### src/sras_pkg.sv
// Package: constants for the serial register access slave.
// Assumes byte framing (start/stop bits, gap detection) is done outside.
package sras_pkg;
    localparam logic [7:0]  FN_READ      = 8'h03;
    localparam logic [7:0]  FN_LOOP      = 8'h08;
    localparam logic [7:0]  FN_WRITE     = 8'h10;
    localparam logic [7:0]  FN_ERR_BIT   = 8'h80;
    localparam logic [7:0]  ERR_FUNC     = 8'h01;
    localparam logic [7:0]  ERR_ADDR     = 8'h02;
    localparam logic [7:0]  ERR_QTY      = 8'h03;
    localparam logic [7:0]  BCAST_ADDR   = 8'h00;
    localparam logic [15:0] CRC_PRESET   = 16'hffff;
    localparam logic [15:0] CRC_POLY     = 16'ha001;
    localparam int          RX_MAX       = 41;
    localparam int          QTY_MAX      = 16;
    localparam int          FIXED_LEN    = 8;
    localparam int          WR_HDR_LEN   = 9;
    localparam int          WR_RSP_LEN   = 6;
    localparam int          RD_HDR_LEN   = 3;
    localparam int          ERR_LEN      = 3;
    localparam logic [7:0]  WAIT_MS_DEF  = 8'h05;
    localparam int          CLK_HZ       = 40000000;
    localparam int          MS_PER_S     = 1000;
    localparam int          CYC_PER_MS   = CLK_HZ / MS_PER_S;
endpackage

### src/sras_crc_if.sv
// Interface: byte feed into a CRC-16 engine and its running value.
// Assumes one user and one engine on the same clock.
`timescale 1ns/1ps
interface sras_crc_if;
    logic        clr;
    logic        en;
    logic [7:0]  din;
    logic [15:0] crc;
    logic [15:0] next_crc;
    modport user   (output clr, output en, output din, input crc, input next_crc);
    modport engine (input clr, input en, input din, output crc, output next_crc);
endinterface

### src/sras_crc16.sv
// Byte-wide CRC-16, reflected, preset all ones on clear.
// Assumes clr and en are not raised together.
`timescale 1ns/1ps
module sras_crc16 (
    // Clock and reset
    input wire logic   sys_clk,
    input wire logic   rst,
    // Feed
    sras_crc_if.engine c
);
    always_comb begin
        logic [15:0] v;
        v = c.crc ^ {8'h00, c.din};
        for (int i = 0; i < 8; i++) begin
            v = v[0] ? ((v >> 1) ^ sras_pkg::CRC_POLY) : (v >> 1);
        end
        c.next_crc = v;
    end

    always_ff @(posedge sys_clk or posedge rst) begin
        if (rst) begin
            c.crc <= sras_pkg::CRC_PRESET;
        end else if (c.clr) begin
            c.crc <= sras_pkg::CRC_PRESET;
        end else if (c.en) begin
            c.crc <= c.next_crc;
        end
    end
endmodule

### src/sras_slave.sv
// Command interpreter of a serial register access slave: receives a framed
// command, checks it, acts on the register store and sends the response.
// Assumes bytes arrive as valid pulses and rx_end pulses after the last byte.
//
// Notes on behaviour
// - A read command returns a run of consecutive registers from the start address.
// - Each read register goes out high byte then low byte, in ascending address order.
// - Byte counts in a multiple write and in a read response are twice the quantity.
// - A loopback command is answered with the received message unchanged.
// - A multiple write stores each word into consecutive registers from the start address.
// - Address zero is a broadcast that is acted upon but never answered.
// - Both CRCs start from all ones and every received frame is CRC checked.
// - The response starts only after a programmable wait, five milliseconds by default.
`timescale 1ns/1ps
module sras_slave #(
    parameter int NREG       = 64,
    parameter int CYC_PER_MS = sras_pkg::CYC_PER_MS
) (
    // Clock and reset
    input  wire logic       sys_clk,
    input  wire logic       rst,
    // Configuration
    input  wire logic [7:0] my_addr,
    input  wire logic [7:0] send_wait_ms,
    // Receive byte stream
    input  wire logic       rx_valid,
    input  wire logic [7:0] rx_data,
    input  wire logic       rx_end,
    // Transmit byte stream
    output logic            tx_valid,
    output logic [7:0]      tx_data,
    input  wire logic       tx_ready,
    // Status
    output logic            busy
);
    localparam int AW = $clog2(NREG);

    typedef enum logic [6:0] {
        S_IDLE  = 7'b0000001, S_CHECK = 7'b0000010, S_WRITE = 7'b0000100,
        S_WAIT  = 7'b0001000, S_SEND  = 7'b0010000, S_CRCLO = 7'b0100000,
        S_CRCHI = 7'b1000000
    } sras_state_t;

    typedef enum logic [2:0] {
        R_READ = 3'b001, R_ECHO = 3'b010, R_ERR = 3'b100
    } sras_rsp_t;

    sras_state_t state;
    sras_rsp_t   rsp;
    logic [7:0]  rx_buf [sras_pkg::RX_MAX];
    logic [15:0] regs   [NREG];
    logic [5:0]  rx_cnt, tx_idx, tx_len, next_idx;
    logic        rx_ovf, bcast;
    logic [7:0]  err_code, next_byte, crc_hi;
    logic [4:0]  widx;
    logic [31:0] wait_cnt;

    sras_crc_if rxc();
    sras_crc_if txc();
    sras_crc16 u_rx_crc (.sys_clk(sys_clk), .rst(rst), .c(rxc));
    sras_crc16 u_tx_crc (.sys_clk(sys_clk), .rst(rst), .c(txc));

    wire [7:0]  f_addr = rx_buf[0];
    wire [7:0]  f_func = rx_buf[1];
    wire [15:0] f_start = {rx_buf[2], rx_buf[3]};
    wire [15:0] f_qty = {rx_buf[4], rx_buf[5]};
    wire [7:0]  f_bc = rx_buf[6];
    wire        f_mine = (f_addr == my_addr) || (f_addr == sras_pkg::BCAST_ADDR);
    wire [16:0] f_end = {1'b0, f_start} + {1'b0, f_qty};
    wire        tx_fire = tx_valid && tx_ready;
    wire        f_drop = (rx_cnt < 6'd4) || rx_ovf || (rxc.crc != 16'h0000) || !f_mine;
    wire        f_wr_ok = (err_code == 8'h00) && (f_func == sras_pkg::FN_WRITE);
    wire        f_quiet = f_drop || (f_addr == sras_pkg::BCAST_ADDR && !f_wr_ok);

    ////////////////////////////////////////////////////////////////////////
    // Command check
    always_comb begin
        err_code = 8'h00;
        if (f_func == sras_pkg::FN_READ) begin
            if (f_qty == 16'h0000 || f_qty > 16'(sras_pkg::QTY_MAX)
                || rx_cnt != 6'(sras_pkg::FIXED_LEN)) err_code = sras_pkg::ERR_QTY;
            else if (f_end > 17'(NREG)) err_code = sras_pkg::ERR_ADDR;
        end else if (f_func == sras_pkg::FN_WRITE) begin
            if (f_qty == 16'h0000 || f_qty > 16'(sras_pkg::QTY_MAX)
                || {8'h00, f_bc} != {f_qty[14:0], 1'b0}
                || rx_cnt != 6'(sras_pkg::WR_HDR_LEN + 32'(f_bc))) err_code = sras_pkg::ERR_QTY;
            else if (f_end > 17'(NREG)) err_code = sras_pkg::ERR_ADDR;
        end else if (f_func == sras_pkg::FN_LOOP) begin
            if (rx_cnt != 6'(sras_pkg::FIXED_LEN)) err_code = sras_pkg::ERR_QTY;
        end else begin
            err_code = sras_pkg::ERR_FUNC;
        end
    end

    ////////////////////////////////////////////////////////////////////////
    // Response byte source
    assign next_idx = tx_idx + 6'd1;
    always_comb begin
        logic [5:0]  k;
        logic [AW-1:0] ra;
        k = (state == S_WAIT) ? 6'd0 : next_idx;
        ra = AW'(f_start + 16'((k - 6'(sras_pkg::RD_HDR_LEN)) >> 1));
        next_byte = rx_buf[k];
        case (rsp)
            R_ERR: begin
                if (k == 6'd1) next_byte = f_func | sras_pkg::FN_ERR_BIT;
                else if (k == 6'd2) next_byte = err_code;
            end
            R_READ: begin
                if (k == 6'd2) next_byte = {f_qty[6:0], 1'b0};
                else if (k >= 6'(sras_pkg::RD_HDR_LEN))
                    next_byte = k[0] ? regs[ra][15:8] : regs[ra][7:0];
            end
            default: next_byte = rx_buf[k];
        endcase
    end

    ////////////////////////////////////////////////////////////////////////
    // Receive buffer and CRC feed
    assign rxc.clr = (state == S_CHECK);
    assign rxc.en  = (state == S_IDLE) && rx_valid;
    assign rxc.din = rx_data;

    always_ff @(posedge sys_clk or posedge rst) begin
        if (rst) begin
            rx_cnt <= 6'd0;
            rx_ovf <= 1'b0;
        end else if (state == S_IDLE) begin
            if (rx_valid) begin
                if (rx_cnt < 6'(sras_pkg::RX_MAX)) rx_buf[rx_cnt] <= rx_data;
                else rx_ovf <= 1'b1;
                if (rx_cnt < 6'(sras_pkg::RX_MAX)) rx_cnt <= rx_cnt + 6'd1;
            end
        end else if (state == S_CHECK) begin
            rx_ovf <= 1'b0;
            if (f_quiet) rx_cnt <= 6'd0;
        end else if (state == S_CRCHI && tx_fire || state == S_WRITE && bcast) begin
            rx_cnt <= 6'd0;
        end
    end

    ////////////////////////////////////////////////////////////////////////
    // Sequencer
    assign txc.clr = (state == S_WAIT);
    assign txc.en  = (state == S_SEND) && tx_fire;
    assign txc.din = tx_data;
    assign tx_valid = (state == S_SEND) || (state == S_CRCLO) || (state == S_CRCHI);
    assign busy = (state != S_IDLE);

    always_ff @(posedge sys_clk or posedge rst) begin
        if (rst) begin
            state    <= S_IDLE;
            rsp      <= R_ECHO;
            bcast    <= 1'b0;
            tx_idx   <= 6'd0;
            tx_len   <= 6'd0;
            tx_data  <= 8'h00;
            crc_hi   <= 8'h00;
            widx     <= 5'd0;
            wait_cnt <= 32'h0;
        end else begin
            case (state)
                S_IDLE: if (rx_end) state <= S_CHECK;
                S_CHECK: begin
                    bcast    <= (f_addr == sras_pkg::BCAST_ADDR);
                    widx     <= 5'd0;
                    wait_cnt <= 32'(send_wait_ms) * 32'(CYC_PER_MS);
                    rsp      <= (err_code != 8'h00) ? R_ERR
                              : (f_func == sras_pkg::FN_READ) ? R_READ : R_ECHO;
                    // loopback echo length is frame without CRC, write echo is six bytes
                    tx_len   <= (err_code != 8'h00) ? 6'(sras_pkg::ERR_LEN)
                              : (f_func == sras_pkg::FN_READ)
                                ? 6'(sras_pkg::RD_HDR_LEN) + {f_qty[4:0], 1'b0}
                              : (f_func == sras_pkg::FN_WRITE) ? 6'(sras_pkg::WR_RSP_LEN)
                              : rx_cnt - 6'd2;
                    if (f_drop) begin
                        state <= S_IDLE;
                    end else if (f_wr_ok) begin
                        state <= S_WRITE;
                    end else if (f_addr == sras_pkg::BCAST_ADDR) begin
                        state <= S_IDLE;
                    end else begin
                        state <= S_WAIT;
                    end
                end
                S_WRITE: begin
                    widx <= widx + 5'd1;
                    if (6'(widx) + 6'd1 == f_qty[5:0]) state <= bcast ? S_IDLE : S_WAIT;
                end
                S_WAIT: begin
                    if (wait_cnt <= 32'd1) begin
                        state   <= S_SEND;
                        tx_idx  <= 6'd0;
                        tx_data <= next_byte;
                    end else begin
                        wait_cnt <= wait_cnt - 32'd1;
                    end
                end
                S_SEND: if (tx_fire) begin
                    tx_idx <= next_idx;
                    if (next_idx == tx_len) begin
                        state   <= S_CRCLO;
                        tx_data <= txc.next_crc[7:0];
                        crc_hi  <= txc.next_crc[15:8];
                    end else begin
                        tx_data <= next_byte;
                    end
                end
                S_CRCLO: if (tx_fire) begin
                    state   <= S_CRCHI;
                    tx_data <= crc_hi;
                end
                S_CRCHI: if (tx_fire) state <= S_IDLE;
                default: state <= S_IDLE;
            endcase
        end
    end

    ////////////////////////////////////////////////////////////////////////
    // Register store
    // consecutive words from start
    always_ff @(posedge sys_clk) begin
        if (state == S_WRITE)
            regs[AW'(f_start + 16'(widx))] <= {rx_buf[7 + 2 * widx], rx_buf[8 + 2 * widx]};
    end
endmodule

### config.mk
export PLATFORM = sky130hd
export DESIGN_NAME = sras_slave
export DESIGN_NICKNAME = d
export VERILOG_FILES = /design/src/sras_pkg.sv /design/src/sras_crc_if.sv /design/src/sras_crc16.sv /design/src/sras_slave.sv
export SDC_FILE = /design/constraint.sdc
export NUM_CORES = 2
export LEC_CHECK = 0
export BUFFER_PORTS_ARGS = -buffer_cell sky130_fd_sc_hd__buf_2
export CAP_MARGIN = 25
export CORE_MARGIN = 8
export CORE_UTILIZATION = 32
export DETAILED_ROUTE_END_ITERATION = 8
export GPL_TIMING_DRIVEN = 0
export MAX_ROUTING_LAYER = met4
export PLACE_DENSITY = 0.55
export SYNTH_ARGS = -nofsm -noshare
export SYNTH_HDL_FRONTEND = slang
export SYNTH_SLANG_ARGS = --single-unit
### constraint.sdc
create_clock -name sys_clk -period 12.9 [get_ports sys_clk]
set_clock_uncertainty 0.1 [all_clocks]
set_input_delay 1.29 -clock sys_clk [delete_from_list [all_inputs] [get_ports sys_clk]]
set_output_delay 1.29 -clock sys_clk [all_outputs]
set_load 0.05 [all_outputs]
Word-level counts from Yosys, hierarchy flattened:

Memory sizes are Yosys's and may differ from the RTL's.
Index checks and enable logic that the tools add are counted.

* multipliers: 1
* reductions and logical operators: 43
* magnitude comparators: 6
* equality and inequality tests: 33
* muxes and demuxes: 78
* add/subtract/negate cells: 14
* bitwise operators: 18

Operator list (number)
* $mux W16: 20
* $mux W8: 14
* $mux W6: 12
* $pmux W32 S2: 1
* $mux W7: 7
* $pmux W7 S7: 1
* $not A2 Y3: 16
* $le A32 B1 Y1 const B: 1
* $mux W32: 1
* $sub A32 B1 Y32 const B: 1
* $xor A16 B8 Y16: 2
* $pmux W8 S3: 1
* $mul A8 B10 Y18 const B: 1
* $add A16 B16 Y17: 1
* $gt A17 B7 Y1 const B: 1
* $gt A16 B5 Y1 const B: 1
* $logic_not A16 Y1: 1
* $logic_not A8 Y1: 2
* $mux W4: 4
* $ne A8 B16 Y1: 1
* $pmux W8 S2: 1
* $reduce_bool A16 Y1: 1
* $ne A2 B2 Y1 const B: 7
* $add A4 B6 Y6 const A: 2
* other kinds (48): 93

* memories: 2
* logic and storage cells: 208
* register bits: 115
* memory bits (writable): 1352
* input port bits: 29

Memory list
* regs: depth 64, width 16, read ports 1, clocked after Yosys merged registers in 0, write ports 1, RTL line sras_slave.sv:51 `logic [15:0] regs [NREG];`
* rx_buf: depth 41, width 8, read ports 10, clocked after Yosys merged registers in 0, write ports 1, RTL line sras_slave.sv:50 `logic [7:0] rx_buf [sras_pkg::RX_MAX];`

Logic depth before layout (Yosys ltp):

* word-level depth: 20
* gate-level depth with buffers: 24
* depth with buffers taken out: 17

Modules after synthesis:

Synthesis repeated with hierarchy kept, for this count alone.

* cells, all modules: 4082
* area, all modules: 67896.4 µm²

By module, submodules not included
* sras_slave: area each 65929.5 µm², cells each 3898, seq. area each 44360.0 µm², instances 1
* sras_crc16 at u_rx_crc: area each 996.0 µm², cells each 91, seq. area each 420.4 µm², instances 1
* sras_crc16 at u_tx_crc: area each 970.9 µm², cells each 93, seq. area each 420.4 µm², instances 1

Worst setup path before layout:

OpenSTA, ideal clock, no wires.

* path type: register to register
* start point: reg widx[0]
* end point: mem regs[0][14] (data pin)
* data arrival time: 5.497 ns
* cell stages (with the launch flop): 11
* period minus slack after synthesis: 6.299 ns
* data required time: 12.098 ns
* setup time: 0.702 ns
* setup slack: 6.601 ns
* cell sequence: dfrtp_1 > clkbuf_1 > inv_1 > ha_1 > clkbuf_1 > clkbuf_1 > buf_1 > clkbuf_1 > mux4_2 > mux2i_1 > o21ai_0

* word-level cells in the longest chain between the ends: 2

Ends and longest elaborated chain
* from (decl): RTL line sras_slave.sv:55 `logic [4:0] widx;`
* from (signal assigned): RTL line sras_slave.sv:187 `widx <= widx + 5'd1;`
* $add A3 B6 Y6: RTL line sras_slave.sv:224 `regs[AW'(f_start + 16'(widx))] <= {rx_buf[7 + 2 * widx], rx_buf[8 + 2 * widx]};`
* $mem_v2 Z41 W8
* to (decl): RTL line sras_slave.sv:51

Every way passes these cells.

Final worst setup path:

* start point: reg tx_idx[0]
* end point: reg tx_data[7]

* word-level cells in the longest chain between the ends: 12
* elaborated cells between the ends (all ways): 20

Ends and longest elaborated chain
* from (decl): RTL line sras_slave.sv:52 `logic [5:0] rx_cnt, tx_idx, tx_len, next_idx;`
* from (signal assigned): RTL line sras_slave.sv:200 `tx_idx <= next_idx;`
* $add A6 B1 Y6 (*): RTL line sras_slave.sv:97 `assign next_idx = tx_idx + 6'd1;`
* $mux W6: RTL line sras_slave.sv:101 `k = (state == S_WAIT) ? 6'd0 : next_idx;`
* $sub A6 B2 Y7: RTL line sras_slave.sv:102 `ra = AW'(f_start + 16'((k - 6'(sras_pkg::RD_HDR_LEN)) >> 1));`
* $add A6 B6 Y6: RTL line sras_slave.sv:102
* $mem_v2 Z64 W16
* $mux W8: RTL line sras_slave.sv:112 `next_byte = k[0] ? regs[ra][15:8] : regs[ra][7:0];`
* $mux W8: RTL line sras_slave.sv:111 `else if (k >= 6'(sras_pkg::RD_HDR_LEN))`
* $mux W8: RTL line sras_slave.sv:110 `if (k == 6'd2) next_byte = {f_qty[6:0], 1'b0};`
* $pmux W8 S2: RTL line sras_slave.sv:104 `case (rsp)`
* $mux W8: RTL line sras_slave.sv:201 `if (next_idx == tx_len) begin`
* $mux W8: RTL line sras_slave.sv:199 `S_SEND: if (tx_fire) begin`
* $pmux W8 S3 (*): RTL line sras_slave.sv:162 `case (state)`
* to (signal assigned): RTL line sras_slave.sv:203 `tx_data <= txc.next_crc[7:0];`
* to (signal assigned): RTL line sras_slave.sv:206 `tx_data <= next_byte;`
* to (signal assigned): RTL line sras_slave.sv:211 `tx_data <= crc_hi;`
* to (decl): RTL line sras_slave.sv:31 `output logic [7:0] tx_data,`

Mark *: on every way between the ends. The rest lies on a longest branch, timed or not. The select of a mux whose other input is x is not followed.
A chain may end at the register's enable or synchronous reset.

==> reports/results.txt <==
Critical path class -> register to register
CTS root buf -> clkbuf_16
DRC violations left -> 0
Fin crit share -> 0.744
CP Max Fanout -> 11
Slew headroom -> 0.175
Core area -> 0.210 sq mm
Commonest non-fill, non-tap cell in the layout -> edfxtp_1
TritonCTS clock tree -> built
Async SR Flop Fraction -> 0.0755
Compound-cell area share of the yosys netlist -> 0.0585
DP Area -> 0.0739 sq mm
Detail Route Antenna Nets -> 0
Yosys top cell area share -> 0.627
# nets final -> 4426
Final WL -> 232000 um
IO buf count -> 38
Mapped Cells -> 3953
Place WS -> 3.25 ns
Setup bufs post-CTS -> 0
Final setup viols -> 0
Die W -> 475 um
Largest family of logic cells by synthesized area -> multiplexers
Vias post-DR -> 41400
DR vias/cell -> 5.73
CTS max path bufs -> 3
R2r worst-path depth -> 20
Sequential fraction of the synthesis area -> 0.670
Die height -> 475 um
First-pass GRT wire length -> 322000 um
DPL Wire Length -> 165000 um
Crit path launch type -> register
Crit path buf inv count -> 10
Crit path cell chain -> buf_2, inv_2, o21ai_4, inv_2, buf_2, buf_2, buf_2, ha_1, xnor2_1, inv_1, fa_1, buf_1, clkbuf_1, clkbuf_1, mux4_2, mux4_2, a22oi_1, a21boi_0, o31ai_1, a21oi_1
I/O Pins -> 39
Die area -> 0.226 sq mm
Setup TNS -> 0 ns
CTS Buf Count -> 161
Syn-to-layout area delta -> 17.4%
Hold path depth -> 2
Mean area per synthesized cell -> 17.1 sq um
Synthesis Warnings -> 0
Initial DRC count -> 5826
Reg2Reg Launch Point -> tx_idx[0]$_DFFE_PP0P_
Synth Area in XOR/XNOR -> 0.0189
Synth Area in Simple Gates -> 0.0510
GP Congestion -> 1.01
Status -> finished clean
Primary FF master, synth -> edfxtp_1
Largest net degree at the start of global routing -> 72
Final hold slack -> 0.364 ns
Initial Util -> 0.322
Slowest CP cell -> buf_1
Arr. time, crit path -> 10.17 ns
HP Class -> register to register
Most frequent cells in the layout -> edfxtp_1, mux4_2, nand2_1, nor2_1, clkbuf_16
Post-route cell area -> 0.0792 sq mm
FF+latch count, synth -> 1523
Max_cap viols -> 0
H-Tree Depth -> 4
Post-synth EDFFs -> 1408
Initial antenna violation count -> 11
Pwr dens -> 137 mW/mm^2
Crit path depth -> 20
Worst reg2reg endpoint -> tx_data[7]$_DFFE_PP0P_
Grt ovf -> 0
P_leak -> 25.4 nW
Worst vdd ir -> 119 uV
Worst EP required -> 13.48 ns
Hold path startpoint -> u_tx_crc.c.crc[13]$_DFFE_PP1P_
Slowest stage delay, CP -> 0.88 ns
Post-route setup slack -> 3.31 ns
Vias in the first global route -> 40000
Largest delay share family, worst path -> buffers and inverters
Drt wl/cell -> 32.1 um
CTS Hold Bufs -> 0
Rows -> 168
Final hold vios -> 0
Clk slew on worst S/H paths -> 0.06 ns
Top post-synthesis cells by area -> edfxtp_1, mux4_2, dfrtp_1, mux2i_1, ha_1
Reg2Reg Setup Slack -> 3.31 ns
Clk sink count -> 1523
Worst Tran Pin Value -> 1.21 ns
Post-Syn Area -> 0.0675 sq mm
Min Tclk post-route -> 9.59 ns
RSZ-0062 raised after global routing -> false
Syn_nets -> 4081
Area leader, netlist -> edfxtp_1
Cell variety after synth -> 91
First-pass iteration count of the detailed router -> 8
Post-CTS resize count -> 0
Max Fclk -> 0.104 GHz
Multiplexer share of the synthesized area -> 0.163
Most used cell, CP -> buf_2
Hold endpoint -> u_tx_crc.c.crc[5]$_DFFE_PP1P_
Fraction of layout cells with a size suffix above 1 -> 0.240
CP Capture Type -> register
Clock Latency Late Sink -> 0.83 ns
Max Slew Vio Count -> 0
GRT Total Usage -> 0.207
Post-Synth Adder-Cell Area -> 0.0200
Tot Pwr -> 10.9 mW
## layout make-up
| type | count | area (sq um) |
|---|---|---|
| inverter | 79 | 302 |
| clock buffer | 206 | 4260 |
| antenna | 3 | 7.51 |
| fill | 19300 | 130000 |
| buffer | 220 | 940 |
| timing repair buffer | 182 | 2690 |
| clock inverter | 84 | 866 |
| sequential | 1523 | 45200 |
| multi-input combinational | 2131 | 21400 |
| tap | 2805 | 3510 |
## Yosys cell counts (47+ instances only)
cell,count
mux4_2,431
a21oi_1,97
nand2_1,238
clkbuf_1,117
nor2_1,227
dfrtp_1,81
xor2_1,55
o21ai_0,159
inv_1,77
nor3_1,47
xnor2_1,85
mux2i_1,116
ha_1,84
buf_2,60
nand3_1,54
edfxtp_1,1408
## how the worst max path moves through the flow
stage	from	end	slack, ns
floorplan	widx[0]$_DFFE_PP0P_	regs[0][14]$_DFFE_PP_	6.60
detailed placement	tx_idx[0]$_DFFE_PP0P_	tx_data[7]$_DFFE_PP0P_	3.25
CTS	tx_idx[0]$_DFFE_PP0P_	tx_data[7]$_DFFE_PP0P_	3.27
finish	tx_idx[0]$_DFFE_PP0P_	tx_data[7]$_DFFE_PP0P_	3.31
global route	tx_idx[0]$_DFFE_PP0P_	tx_data[7]$_DFFE_PP0P_	3.51
global placement	widx[0]$_DFFE_PP0P_	regs[2][13]$_DFFE_PP_	0.70
## stage by stage
step	cells	utilization
2_1_floorplan	3953	-
3_3_place_gp	6796	0.340
3_5_place_dp	6928	0.353
4_1_cts	7218	0.377
5_1_grt	7233	0.378
6_report	7233	0.378
## registers in the layout, indices dropped and copies added, names as in the netlist
| register | flops |
|---|---|
| tx_data | 8 |
| rsp | 3 |
| rx_cnt | 6 |
| rx_buf | 384 |
| tx_len | 6 |
| rx_ovf | 1 |
| tx_idx | 6 |
| u_tx_crc.c.crc | 16 |
| bcast | 1 |
| widx | 5 |
| state | 7 |
| u_rx_crc.c.crc | 16 |
| wait_cnt | 32 |
| crc_hi | 8 |
| regs | 1024 |
## report_power, final
part / internal, mW / switching [mW] / leakage [nW]
Clock: 2.54 / 2.02 / 2.47
Combinational: 0.285 / 0.534 / 8.85
Sequential: 5.43 / 0.0751 / 14.1
Total: 8.26 / 2.63 / 25.4
## routing by layer
| metal | global-route usage | routed length (um) | part of all wire | vias to the layer above |
|---|---|---|---|---|
| li1 | - | - | - | 16700 |
| met1 | 0.273 | 93800 | 0.40 | 21900 |
| met2 | 0.310 | 105000 | 0.45 | 2361 |
| met3 | 0.0468 | 22400 | 0.096 | 465 |
| met4 | 0.0846 | 11000 | 0.047 | 0 |
| met5 | - | 0 | 0 | - |
## logic make-up (layout without fill, tap and decap cells)
group | Yosys count | count (layout)
mux | 559 | 559
other cells | 0 | 3
flops | 1523 | 1523
simple gates | 739 | 739
fa+ha+maj | 99 | 99
xor+xnor | 142 | 142
buf+inv | 299 | 771
compound gates | 592 | 592
## tightest hold or removal path: stages (launching register included)
cell     delay (ns)
dfstp_2        0.37
nand2_1        0.05
nand2_1        0.04
Power figures use the tool's default switching activity.
